--- config.mk ---
export PLATFORM = sky130hd
export DESIGN_NAME = asc_channel
export DESIGN_NICKNAME = d
export VERILOG_FILES = /design/src/asc_pkg.sv /design/src/asc_tick_gen.sv /design/src/asc_rx_queue.sv /design/src/asc_channel.sv
export SDC_FILE = /design/constraint.sdc
export NUM_CORES = 1
export LEC_CHECK = 0
export BUFFER_PORTS_ARGS = -buffer_cell sky130_fd_sc_hd__clkbuf_2
export CAP_MARGIN = 40
export CELL_PAD_IN_SITES_DETAIL_PLACEMENT = 0
export CELL_PAD_IN_SITES_GLOBAL_PLACEMENT = 1
export CORE_MARGIN = 1.5
export CORE_UTILIZATION = 45
export DETAILED_ROUTE_END_ITERATION = 16
export PLACE_DENSITY = 0.89
export SLEW_MARGIN = 30
export SYNTH_ARGS = -nofsm -noshare
export SYNTH_HDL_FRONTEND = slang
export SYNTH_SLANG_ARGS = --single-unit
--- constraint.sdc ---
create_clock -name clk_i -period 4.43 [get_ports clk_i]
set_clock_uncertainty 0.1 [all_clocks]
set_input_delay 0.886 -clock clk_i [delete_from_list [all_inputs] [get_ports clk_i]]
set_output_delay 0.886 -clock clk_i [all_outputs]
set_load 0.1 [all_outputs]
--- src/asc_pkg.sv ---
package asc_pkg;
    localparam int DATA_W = 8;
    localparam int QUEUE_DEPTH = 3;
    localparam int OVERSAMPLE = 16;
    localparam int HALF_BIT_16X = 8;
    localparam int BREAK_HIGH_EDGES = 2;
    localparam logic [1:0] CLK_SRC_BRG = 2'h0;
    localparam logic [1:0] CLK_SRC_CT = 2'h1;
    localparam logic [1:0] CLK_SRC_EXT = 2'h2;
    localparam int ERR_PAR = 0;
    localparam int ERR_FRM = 1;
    localparam int ERR_BRK = 2;
    localparam logic [DATA_W-1:0] DATA_RESET = 8'h00;
endpackage : asc_pkg

--- src/asc_tick_gen.sv ---
module asc_tick_gen (
    input wire logic clk_i,
    input wire logic sys_rst_i,
    input wire logic [1:0] src_sel_i,
    input wire logic brg_clk_i,
    input wire logic ct_clk_i,
    input wire logic ext_clk_i,
    output logic tick_o
);
    logic [2:0] brg_sync_reg;
    logic [2:0] ct_sync_reg;
    logic [2:0] ext_sync_reg;
    logic sel_reg;
    logic sel_next;

    // ==========================================
    // Three-stage input filters
    always_ff @(posedge clk_i) begin
        if (sys_rst_i) begin
            brg_sync_reg <= 3'h0;
            ct_sync_reg <= 3'h0;
            ext_sync_reg <= 3'h0;
        end else begin
            brg_sync_reg <= {brg_sync_reg[1:0], brg_clk_i};
            ct_sync_reg <= {ct_sync_reg[1:0], ct_clk_i};
            ext_sync_reg <= {ext_sync_reg[1:0], ext_clk_i};
        end
    end

    // ==========================================
    // Source select and rising edge
    always_comb begin
        sel_next = sel_reg;
        if (src_sel_i == asc_pkg::CLK_SRC_BRG) begin
            if (brg_sync_reg[2] == brg_sync_reg[1]) sel_next = brg_sync_reg[1];
        end else if (src_sel_i == asc_pkg::CLK_SRC_CT) begin
            if (ct_sync_reg[2] == ct_sync_reg[1]) sel_next = ct_sync_reg[1];
        end else begin
            if (ext_sync_reg[2] == ext_sync_reg[1]) sel_next = ext_sync_reg[1];
        end
    end

    always_ff @(posedge clk_i) begin
        if (sys_rst_i) begin
            sel_reg <= 1'b0;
            tick_o <= 1'b0;
        end else begin
            sel_reg <= sel_next;
            tick_o <= sel_next & ~sel_reg;
        end
    end
endmodule : asc_tick_gen

--- src/asc_rx_queue.sv ---
module asc_rx_queue #(
    parameter int DEPTH = asc_pkg::QUEUE_DEPTH,
    parameter int WIDTH = asc_pkg::DATA_W + 3
) (
    input wire logic clk_i,
    input wire logic sys_rst_i,
    input wire logic realign_i,
    input wire logic push_i,
    input wire logic [WIDTH-1:0] push_data_i,
    input wire logic pop_i,
    output logic [WIDTH-1:0] head_o,
    output logic [1:0] count_o
);
    logic [WIDTH-1:0] mem [DEPTH];
    logic [1:0] wr_reg;
    logic [1:0] rd_reg;

    if (DEPTH != 3) begin : g_depth_check
        $error("asc_rx_queue supports depth three only");
    end

    function automatic logic [1:0] bump(input logic [1:0] p);
        bump = (p == 2'(DEPTH - 1)) ? 2'h0 : p + 2'h1;
    endfunction : bump

    // ==========================================
    // Storage, never cleared
    always_ff @(posedge clk_i) begin
        if (push_i && count_o != 2'(DEPTH)) mem[wr_reg] <= push_data_i;
    end

    // ==========================================
    // Pointers
    always_ff @(posedge clk_i) begin
        if (sys_rst_i) begin
            wr_reg <= 2'h0;
            rd_reg <= 2'h0;
            count_o <= 2'h0;
        end else if (realign_i) begin
            rd_reg <= wr_reg;
            count_o <= 2'h0;
        end else begin
            if (push_i && count_o != 2'(DEPTH)) wr_reg <= bump(wr_reg);
            if (pop_i && count_o != 2'h0) rd_reg <= bump(rd_reg);
            if ((push_i && count_o != 2'(DEPTH)) && !(pop_i && count_o != 2'h0)) count_o <= count_o + 2'h1;
            else if (!(push_i && count_o != 2'(DEPTH)) && (pop_i && count_o != 2'h0)) count_o <= count_o - 2'h1;
        end
    end

    assign head_o = mem[rd_reg];
endmodule : asc_rx_queue

--- src/asc_channel.sv ---
module asc_channel (
    input wire logic clk_i,
    input wire logic sys_rst_i,
    input wire logic brg_clk_i,
    input wire logic ct_clk_i,
    input wire logic ext_rx_clk_i,
    input wire logic ext_tx_clk_i,
    input wire logic [1:0] rx_clk_sel_i,
    input wire logic [1:0] tx_clk_sel_i,
    input wire logic rx_16x_i,
    input wire logic tx_16x_i,
    input wire logic [1:0] char_len_i,
    input wire logic parity_en_i,
    input wire logic parity_odd_i,
    input wire logic [1:0] stop_bits_i,
    input wire logic block_err_i,
    input wire logic cts_gate_en_i,
    input wire logic tx_rts_ctrl_i,
    input wire logic rx_rts_ctrl_i,
    input wire logic rts_set_i,
    input wire logic tx_enable_i,
    input wire logic tx_disable_i,
    input wire logic tx_reset_i,
    input wire logic rx_enable_i,
    input wire logic rx_disable_i,
    input wire logic rx_reset_i,
    input wire logic err_reset_i,
    input wire logic break_start_i,
    input wire logic break_stop_i,
    input wire logic tx_write_i,
    input wire logic [7:0] tx_data_i,
    input wire logic rx_read_i,
    input wire logic rx_int_full_i,
    input wire logic tx_irq_aux_i,
    input wire logic rx_irq_aux_i,
    input wire logic serial_in_i,
    input wire logic clear_to_send_in_n_i,
    input wire logic crystal_ref_clock_i,
    output logic serial_out_chan_a_o,
    output logic request_to_send_out_n_o,
    output logic [7:0] rx_holding_reg_o,
    output logic tx_holding_free_o,
    output logic tx_all_sent_o,
    output logic rx_char_available_o,
    output logic rx_queue_full_o,
    output logic overrun_flag_o,
    output logic parity_err_o,
    output logic framing_err_o,
    output logic break_flag_o,
    output logic irq_tx_o,
    output logic irq_rx_o,
    output logic aux_out_tx_n_o,
    output logic aux_out_rx_n_o
);
    typedef enum {TX_IDLE, TX_START, TX_DATA, TX_PAR, TX_STOP, TX_RTS} asc_tx_state_type;
    typedef enum {RX_HUNT, RX_START, RX_DATA, RX_PAR, RX_STOP, RX_BRK} asc_rx_state_type;
    asc_tx_state_type tx_state_reg;
    asc_rx_state_type rx_state_reg;

    logic rx_tick;
    logic tx_tick;
    logic [2:0] rxd_sync_reg;
    logic [2:0] cts_sync_reg;
    logic [2:0] xtal_sync_reg;
    logic rxd_reg;
    logic cts_n_reg;
    logic tx_en_reg;
    logic thr_full_reg;
    logic [7:0] thr_reg;
    logic [7:0] tsr_reg;
    logic [3:0] tx_cnt_reg;
    logic [3:0] tx_bit_reg;
    logic tx_par_reg;
    logic brk_tx_reg;
    logic [3:0] rx_cnt_reg;
    logic [3:0] rx_bit_reg;
    logic [7:0] rsr_reg;
    logic rx_par_reg;
    logic rx_en_reg;
    logic held_reg;
    logic [10:0] held_word_reg;
    logic push;
    logic [10:0] push_word;
    logic [10:0] head;
    logic [1:0] count;
    logic [2:0] err_acc_reg;
    logic [1:0] brk_hi_reg;
    logic rts_n_reg;
    logic rx_rts_hold_reg;
    logic [3:0] tx_bits;
    logic [3:0] tx_full;
    logic [3:0] rx_full;
    logic [3:0] rx_half;
    logic tx_bit_end;
    logic rx_centre;
    logic [7:0] rx_mask;
    logic fe_restart;

    // ==========================================
    // Bit clocks and synchronisers
    asc_tick_gen u_rx_tick (
        .clk_i(clk_i),
        .sys_rst_i(sys_rst_i),
        .src_sel_i(rx_clk_sel_i),
        .brg_clk_i(brg_clk_i),
        .ct_clk_i(ct_clk_i),
        .ext_clk_i(ext_rx_clk_i),
        .tick_o(rx_tick)
    );
    asc_tick_gen u_tx_tick (
        .clk_i(clk_i),
        .sys_rst_i(sys_rst_i),
        .src_sel_i(tx_clk_sel_i),
        .brg_clk_i(brg_clk_i),
        .ct_clk_i(ct_clk_i),
        .ext_clk_i(ext_tx_clk_i),
        .tick_o(tx_tick)
    );

    always_ff @(posedge clk_i) begin
        if (sys_rst_i) begin
            rxd_sync_reg <= 3'h7;
            cts_sync_reg <= 3'h7;
            xtal_sync_reg <= 3'h0;
            rxd_reg <= 1'b1;
            cts_n_reg <= 1'b1;
        end else begin
            rxd_sync_reg <= {rxd_sync_reg[1:0], serial_in_i};
            cts_sync_reg <= {cts_sync_reg[1:0], clear_to_send_in_n_i};
            xtal_sync_reg <= {xtal_sync_reg[1:0], crystal_ref_clock_i};
            if (rxd_sync_reg[2] == rxd_sync_reg[1]) rxd_reg <= rxd_sync_reg[1];
            if (cts_sync_reg[2] == cts_sync_reg[1]) cts_n_reg <= cts_sync_reg[1];
        end
    end

    assign tx_full = tx_16x_i ? 4'(asc_pkg::OVERSAMPLE - 1) : 4'h0;
    assign rx_full = rx_16x_i ? 4'(asc_pkg::OVERSAMPLE - 1) : 4'h0;
    assign rx_half = rx_16x_i ? 4'(asc_pkg::HALF_BIT_16X - 1) : 4'h0;
    assign tx_bits = 4'h5 + {2'h0, char_len_i};
    assign tx_bit_end = tx_tick && tx_cnt_reg == tx_full;
    assign rx_centre = rx_tick && rx_cnt_reg == rx_full;
    assign rx_mask = 8'hFF >> (2'h3 - char_len_i);

    // ==========================================
    // Transmitter
    always_ff @(posedge clk_i) begin
        if (sys_rst_i || tx_reset_i) begin
            tx_en_reg <= 1'b0;
            thr_full_reg <= 1'b0;
            tx_state_reg <= TX_IDLE;
            tx_cnt_reg <= 4'h0;
            tx_bit_reg <= 4'h0;
            tsr_reg <= asc_pkg::DATA_RESET;
            thr_reg <= asc_pkg::DATA_RESET;
            tx_par_reg <= 1'b0;
            brk_tx_reg <= 1'b0;
            serial_out_chan_a_o <= 1'b1;
            tx_all_sent_o <= 1'b0;
        end else begin
            if (tx_enable_i) tx_en_reg <= 1'b1;
            else if (tx_disable_i) tx_en_reg <= 1'b0;
            if (break_start_i) brk_tx_reg <= 1'b1;
            else if (break_stop_i) brk_tx_reg <= 1'b0;
            if (tx_write_i && tx_en_reg && !thr_full_reg) begin
                thr_reg <= tx_data_i;
                thr_full_reg <= 1'b1;
                tx_all_sent_o <= 1'b0;
            end
            if (tx_tick) tx_cnt_reg <= tx_bit_end ? 4'h0 : tx_cnt_reg + 4'h1;
            case (tx_state_reg)
                TX_IDLE, TX_RTS: begin
                    serial_out_chan_a_o <= ~brk_tx_reg;
                    if (thr_full_reg && tx_bit_end && (!cts_gate_en_i || !cts_n_reg)) begin
                        tsr_reg <= thr_reg;
                        tx_par_reg <= parity_odd_i;
                        thr_full_reg <= 1'b0;
                        tx_state_reg <= TX_START;
                        serial_out_chan_a_o <= brk_tx_reg ? 1'b0 : 1'b0;
                    end else if (tx_state_reg == TX_RTS && tx_bit_end) begin
                        tx_state_reg <= TX_IDLE;
                    end
                end
                TX_START, TX_DATA: begin
                    if (tx_bit_end) begin
                        serial_out_chan_a_o <= tsr_reg[0] & ~brk_tx_reg;
                        tx_par_reg <= tx_par_reg ^ tsr_reg[0];
                        tsr_reg <= {1'b0, tsr_reg[7:1]};
                        tx_bit_reg <= (tx_state_reg == TX_START) ? 4'h1 : tx_bit_reg + 4'h1;
                        tx_state_reg <= TX_DATA;
                        if (tx_state_reg == TX_DATA && tx_bit_reg == tx_bits) begin
                            serial_out_chan_a_o <= parity_en_i ? tx_par_reg & ~brk_tx_reg : ~brk_tx_reg;
                            tx_state_reg <= parity_en_i ? TX_PAR : TX_STOP;
                            tx_bit_reg <= 4'h0;
                        end
                    end
                end
                TX_PAR: begin
                    if (tx_bit_end) begin
                        serial_out_chan_a_o <= ~brk_tx_reg;
                        tx_state_reg <= TX_STOP;
                        tx_bit_reg <= 4'h0;
                    end
                end
                default: begin
                    if (tx_bit_end) begin
                        tx_bit_reg <= tx_bit_reg + 4'h1;
                        if (tx_bit_reg == {2'h0, stop_bits_i}) begin
                            tx_state_reg <= TX_RTS;
                            tx_all_sent_o <= ~thr_full_reg & ~(tx_write_i & tx_en_reg);
                            serial_out_chan_a_o <= ~brk_tx_reg;
                        end
                    end
                end
            endcase
        end
    end

    always_ff @(posedge clk_i) begin
        if (sys_rst_i) tx_holding_free_o <= 1'b0;
        else tx_holding_free_o <= tx_en_reg && !thr_full_reg && !tx_reset_i;
    end

    // ==========================================
    // Receiver
    assign fe_restart = rx_centre && rx_state_reg == RX_STOP && !rxd_reg && rsr_reg != 8'h00;
    assign push_word = {rx_state_reg == RX_STOP && !rxd_reg && rsr_reg == 8'h00
                        && rx_par_reg == (parity_en_i & parity_odd_i),
                        !rxd_reg, rx_par_reg, rsr_reg & rx_mask};

    always_ff @(posedge clk_i) begin
        if (sys_rst_i || rx_reset_i) begin
            rx_en_reg <= 1'b0;
            rx_state_reg <= RX_HUNT;
            rx_cnt_reg <= 4'h0;
            rx_bit_reg <= 4'h0;
            rsr_reg <= asc_pkg::DATA_RESET;
            rx_par_reg <= 1'b0;
            held_reg <= 1'b0;
            held_word_reg <= 11'h000;
            brk_hi_reg <= 2'h0;
            overrun_flag_o <= 1'b0;
            push <= 1'b0;
        end else begin
            push <= 1'b0;
            if (rx_enable_i) rx_en_reg <= 1'b1;
            else if (rx_disable_i) rx_en_reg <= 1'b0;
            if (err_reset_i) overrun_flag_o <= 1'b0;
            if (held_reg && count != 2'(asc_pkg::QUEUE_DEPTH)) begin
                push <= 1'b1;
                held_reg <= 1'b0;
            end
            if (rx_tick) rx_cnt_reg <= rx_centre ? 4'h0 : rx_cnt_reg + 4'h1;
            case (rx_state_reg)
                RX_HUNT: begin
                    rx_cnt_reg <= 4'h0;
                    if (rx_en_reg && !rxd_reg) rx_state_reg <= RX_START;
                end
                RX_START: begin
                    if (rx_tick && rx_cnt_reg == rx_half) begin
                        rx_cnt_reg <= 4'h0;
                        rx_par_reg <= parity_odd_i;
                        rsr_reg <= 8'h00;
                        rx_bit_reg <= 4'h0;
                        rx_state_reg <= rxd_reg ? RX_HUNT : RX_DATA;
                        if (!rxd_reg && held_reg && count == 2'(asc_pkg::QUEUE_DEPTH)) begin
                            held_reg <= 1'b0;
                            overrun_flag_o <= 1'b1;
                        end
                    end
                end
                RX_DATA: begin
                    if (rx_centre) begin
                        rsr_reg <= {rsr_reg[7:0] >> 1} | ({7'h00, rxd_reg} << (tx_bits - 4'h1));
                        rx_par_reg <= rx_par_reg ^ rxd_reg;
                        rx_bit_reg <= rx_bit_reg + 4'h1;
                        if (rx_bit_reg == tx_bits - 4'h1) rx_state_reg <= parity_en_i ? RX_PAR : RX_STOP;
                    end
                end
                RX_PAR: begin
                    if (rx_centre) begin
                        rx_par_reg <= rx_par_reg ^ rxd_reg;
                        rx_state_reg <= RX_STOP;
                    end
                end
                RX_STOP: begin
                    if (parity_en_i == 1'b0) rx_par_reg <= 1'b0;
                    if (rx_centre) begin
                        held_reg <= 1'b1;
                        held_word_reg <= push_word;
                        if (push_word[10]) rx_state_reg <= RX_BRK;
                        else if (fe_restart) rx_state_reg <= RX_START;
                        else rx_state_reg <= RX_HUNT;
                        rx_cnt_reg <= 4'h0;
                    end
                end
                default: begin
                    if (xtal_sync_reg[2] != xtal_sync_reg[1] && rxd_reg) brk_hi_reg <= brk_hi_reg + 2'h1;
                    if (!rxd_reg) brk_hi_reg <= 2'h0;
                    if (brk_hi_reg == 2'(asc_pkg::BREAK_HIGH_EDGES)) begin
                        rx_state_reg <= RX_HUNT;
                        brk_hi_reg <= 2'h0;
                    end
                end
            endcase
        end
    end

    asc_rx_queue u_queue (
        .clk_i(clk_i),
        .sys_rst_i(sys_rst_i),
        .realign_i(rx_reset_i),
        .push_i(push),
        .push_data_i(held_word_reg),
        .pop_i(rx_read_i),
        .head_o(head),
        .count_o(count)
    );

    // ==========================================
    // Status and error accumulation
    always_ff @(posedge clk_i) begin
        if (sys_rst_i || err_reset_i || rx_reset_i) err_acc_reg <= 3'h0;
        else if (rx_read_i && count != 2'h0) err_acc_reg <= err_acc_reg | head[10:8];
    end

    always_ff @(posedge clk_i) begin
        if (sys_rst_i || rx_reset_i) begin
            rx_holding_reg_o <= asc_pkg::DATA_RESET;
            rx_char_available_o <= 1'b0;
            rx_queue_full_o <= 1'b0;
            parity_err_o <= 1'b0;
            framing_err_o <= 1'b0;
            break_flag_o <= 1'b0;
        end else begin
            rx_holding_reg_o <= head[7:0];
            rx_char_available_o <= count != 2'h0;
            rx_queue_full_o <= count == 2'(asc_pkg::QUEUE_DEPTH);
            parity_err_o <= (count != 2'h0 && head[8 + asc_pkg::ERR_PAR]) | (block_err_i & err_acc_reg[0]);
            framing_err_o <= (count != 2'h0 && head[8 + asc_pkg::ERR_FRM]) | (block_err_i & err_acc_reg[1]);
            break_flag_o <= (count != 2'h0 && head[8 + asc_pkg::ERR_BRK]) | (block_err_i & err_acc_reg[2]);
        end
    end

    // ==========================================
    // Request-to-send and interrupt routing
    always_ff @(posedge clk_i) begin
        if (sys_rst_i) begin
            rts_n_reg <= 1'b1;
            rx_rts_hold_reg <= 1'b0;
        end else begin
            if (rts_set_i) rts_n_reg <= 1'b0;
            if (tx_rts_ctrl_i && !tx_en_reg && !thr_full_reg && tx_state_reg == TX_RTS && tx_bit_end)
                rts_n_reg <= 1'b1;
            if (rx_rts_ctrl_i && rx_state_reg == RX_START && !rxd_reg && count == 2'(asc_pkg::QUEUE_DEPTH))
                rx_rts_hold_reg <= 1'b1;
            else if (count != 2'(asc_pkg::QUEUE_DEPTH)) rx_rts_hold_reg <= 1'b0;
        end
    end

    always_ff @(posedge clk_i) begin
        if (sys_rst_i) begin
            request_to_send_out_n_o <= 1'b1;
            irq_tx_o <= 1'b0;
            irq_rx_o <= 1'b0;
            aux_out_tx_n_o <= 1'b1;
            aux_out_rx_n_o <= 1'b1;
        end else begin
            request_to_send_out_n_o <= rts_n_reg | rx_rts_hold_reg;
            irq_tx_o <= tx_holding_free_o;
            aux_out_tx_n_o <= ~(tx_irq_aux_i & tx_holding_free_o);
            irq_rx_o <= rx_int_full_i ? rx_queue_full_o : rx_char_available_o;
            aux_out_rx_n_o <= ~(rx_irq_aux_i & (rx_int_full_i ? rx_queue_full_o : rx_char_available_o));
        end
    end
endmodule : asc_channel

==> summary.md <==
| Metric | Value |
|---|---|
| Hold path cells | 1 |
| Fin crit share | 59.88% |
| Initial core utilization | 45.89% |
| Reg2reg path depth | 6 |
| Max-slew violations | 0 |
| Critical Path End Type | flop |
| Max reg flops | 33 |
| CTS Buffer Depth | 2 |
| IO Count | 70 |
| Antenna violations before repair | 0 |
| Unrepaired setup endpoints after global routing | no |
| Die W | 124.3 um |
| Peak Freq | 0.3770 GHz |
| Vias in the first global route | 5008 |
| # port buffers | 69 |
| Mapped cell area | 0.006619 mm2 |
| Syn nets | 732 |
| Ys async rst share | 0% |
| Startpoint types | input pin |
| Hold buffers post-CTS | 0 |
| Final Hold Fails | 0 |
| RePlAce Congestion | 0.8302 |
| Row Count | 44 |
| Switch Pwr | 750.8 uW |
| Number of H-tree levels | 4 |
| Worst path required time | 4690 ps |
| Critical-path top delay cell | or4_1 |
| Die outline area | 0.01545 mm2 |
| Layout Nets | 794 |
| Critical path class | in2reg |
| Worst-Margin Slew | 813.4 ps |
| Clk pwr share | 47.6% |
| Drt wl/cell | 14.59 um |
| CTS Buf Count | 17 |
| Hold Crit Class | reg2reg |
| Post-synth EDFFs | 33 |
| Worst skew pair latency | 430 ps |
| Largest net degree at the start of global routing | 40 |
| Drt pass-1 iters | 5 |
| Peak supply drop | 0.0002662 V |
| Drt drc | 0 |
| WP data arrival | 2910 ps |
| Top_reg_cell synth | dfxtp_1 |
| Status | finished, final reports clean |
| Max Cap Viol | 0 |
| Combinational Power Share | 3.6% |
| Delay of the slowest critical-path stage | 500 ps |
| Core Box Area | 0.01442 mm2 |
| Total number of vias | 5091 |
| Vias per inst | 5.445 |
| Relative slew slack | 45.57% |
| DIE HEIGHT | 124.3 um |
| CTS root buf | clkbuf_16 |
| Power per cell area | 403.3 mW/mm2 |
| Mean cell area of the mapped netlist | 9.791 um2 |
| Share of cells above drive strength 1 | 17.04% |
| Pint | 2.365 mW |
| # diodes | 0 |
| Grt total ovfl | 0 |
| Synth unique cells | 62 |
| Critical path buffers and inverters | 2 |
| Post-route ant nets | 0 |
| Final min period | 2653 ps |
| Crit-path cells | clkbuf_2 -> inv_1 -> ha_1 -> xnor2_1 -> o211ai_1 -> o21a_1 -> nor2_1 -> or4_1 -> a31oi_1 |
| Clock slew seen by the registers of the worst setup and hold paths | 70 ps |
| CP top delay family | compound AO/OA/AOI/OAI gates |
| Mapped Cells | 676 |
| Switching share of total power | 24.10% |
| Setup slack after layout | 1777 ps |
| Pleak | 2.876 nW |
| Setup violators final | 0 |
| Fin Setup TNS | 0 ps |
| Worst Path Max Fanout | 7 |
| # Post-CTS Setup Buffers | 0 |
| First-pass GRT wire length | 23330 um |
| Levels on crit path | 9 |
| 1st-iter DRT viols | 264 |
| CTS tree | built |
| Detail Placement HPWL | 9210 um |
| Gr usage total | 18.36% |
| Post-CTS sizing | 0 |
| P&R area growth vs syn | 16.71% |
| DRT Wirelength | 13640 um |
| Sequential share of the synthesized area | 53.99% |
| Clock Sinks | 162 |
| Number of synthesis warnings | 0 |
| Seq cells post-synth | 162 |
| Flop pwr share | 48.8% |
| Setup WS pre-CTS | 1280 ps |
area by class of cell:
class                   instances  area [um2]
flip-flops and latches        162        3573
fillers                      1273        6699
clock buffers                  17       425.4
multi-input cells             462        2844
well taps                     184       230.2
repair buffers                 76       395.4
inverters                      19       71.32
clock inverters                15       185.2
through the flow:
stage	power, mW	area, um2	hold WS (ps)	utilization (%)	std cells
finish	3.115	7725	317.7	53.56	935
global route	3.225	7725	339.2	53.56	935
CTS	3.148	7711	319.5	53.46	934
detailed placement	1.666	7101	298.5	49.23	902
global placement	1.662	7088	295.4	49.14	900
floorplan	1.624	6619	289.5	-	676
cells by family after synthesis:
| group | after synthesis | share of synthesized area [%] |
|---|---|---|
| and+or+nand+nor | 246 | 18.26 |
| xor gates and xnor gates | 18 | 2.382 |
| AOI/OAI and AO/OA | 155 | 15.31 |
| adders and majority gates | 10 | 1.815 |
| buffers and inverters | 52 | 3.214 |
| muxes | 33 | 5.028 |
| DFF | 162 | 53.99 |
layout by cell type, fill, tap and decap left out, types with 5 or more instances in the layout:
master     instances
clkbuf_2          69
buf_4              6
and3_1             8
nor4_1             8
ha_1               8
a22o_1             6
dfxtp_1          129
mux2i_1           31
or2_2              9
nand2b_1           7
nor3_1            16
nor3b_1            5
xor2_1            12
a211oi_1          11
a21oi_1           58
a31oi_1           12
edfxtp_1          33
nand2_1           54
xnor2_1            6
clkbuf_16         17
inv_1             19
nor2_1            81
nand3_1           13
inv_6              5
nor2b_1           21
o21ai_0           24
path summary, 6_finish.rpt:
path	startpoint	endpoint	slack (ps)
worst min register to register	rxd_sync_reg[0]	rxd_sync_reg[1]	320
worst max-delay path	char_len_i[0]	tx_bit_reg[3]	1780
worst max register to register	u_rx_tick.tick_o	rx_bit_reg[0]	1910
worst min-delay path	rxd_sync_reg[0]	rxd_sync_reg[1]	320
power by group through the flow:
stage / clock network, mW / logic (mW) / registers [mW]
global route: 1.58 / 0.122 / 1.52
global placement: 0 / 0.108 / 1.55
floorplan: 0 / 0.0560 / 1.57
CTS: 1.52 / 0.111 / 1.52
detailed placement: 0 / 0.111 / 1.55
finish: 1.48 / 0.111 / 1.52
synth_stat cells (all sizes together), types with 6 or more instances:
| cell type | count | area [um2] |
|---|---|---|
| a211oi | 11 | 82.58 |
| a21oi | 58 | 290.3 |
| a22o | 6 | 52.55 |
| a31oi | 12 | 75.07 |
| and3 | 8 | 50.05 |
| buf | 8 | 47.54 |
| clkbuf | 25 | 93.84 |
| dfxtp | 129 | 2582 |
| edfxtp | 33 | 991.0 |
| ha | 8 | 100.1 |
| inv | 19 | 71.32 |
| mux2i | 31 | 310.3 |
| nand2 | 54 | 202.7 |
| nand2b | 7 | 43.79 |
| nand3 | 13 | 65.06 |
| nor2 | 81 | 304.0 |
| nor2b | 21 | 131.4 |
| nor3 | 16 | 80.08 |
| nor3b | 6 | 45.04 |
| nor4 | 10 | 68.81 |
| o21ai | 24 | 120.1 |
| or2 | 9 | 56.30 |
| xnor2 | 6 | 52.55 |
| xor2 | 12 | 105.1 |
metal layers:
metal	track usage [%]	part of all wire (%)	up-vias
met3	4.682	4.8	18
met2	31.80	50	130
met1	21.71	44	2391
li1	-	-	2552
met4	7.370	1.5	0
met5	0	0	-
Power figures use the tool's default switching activity.
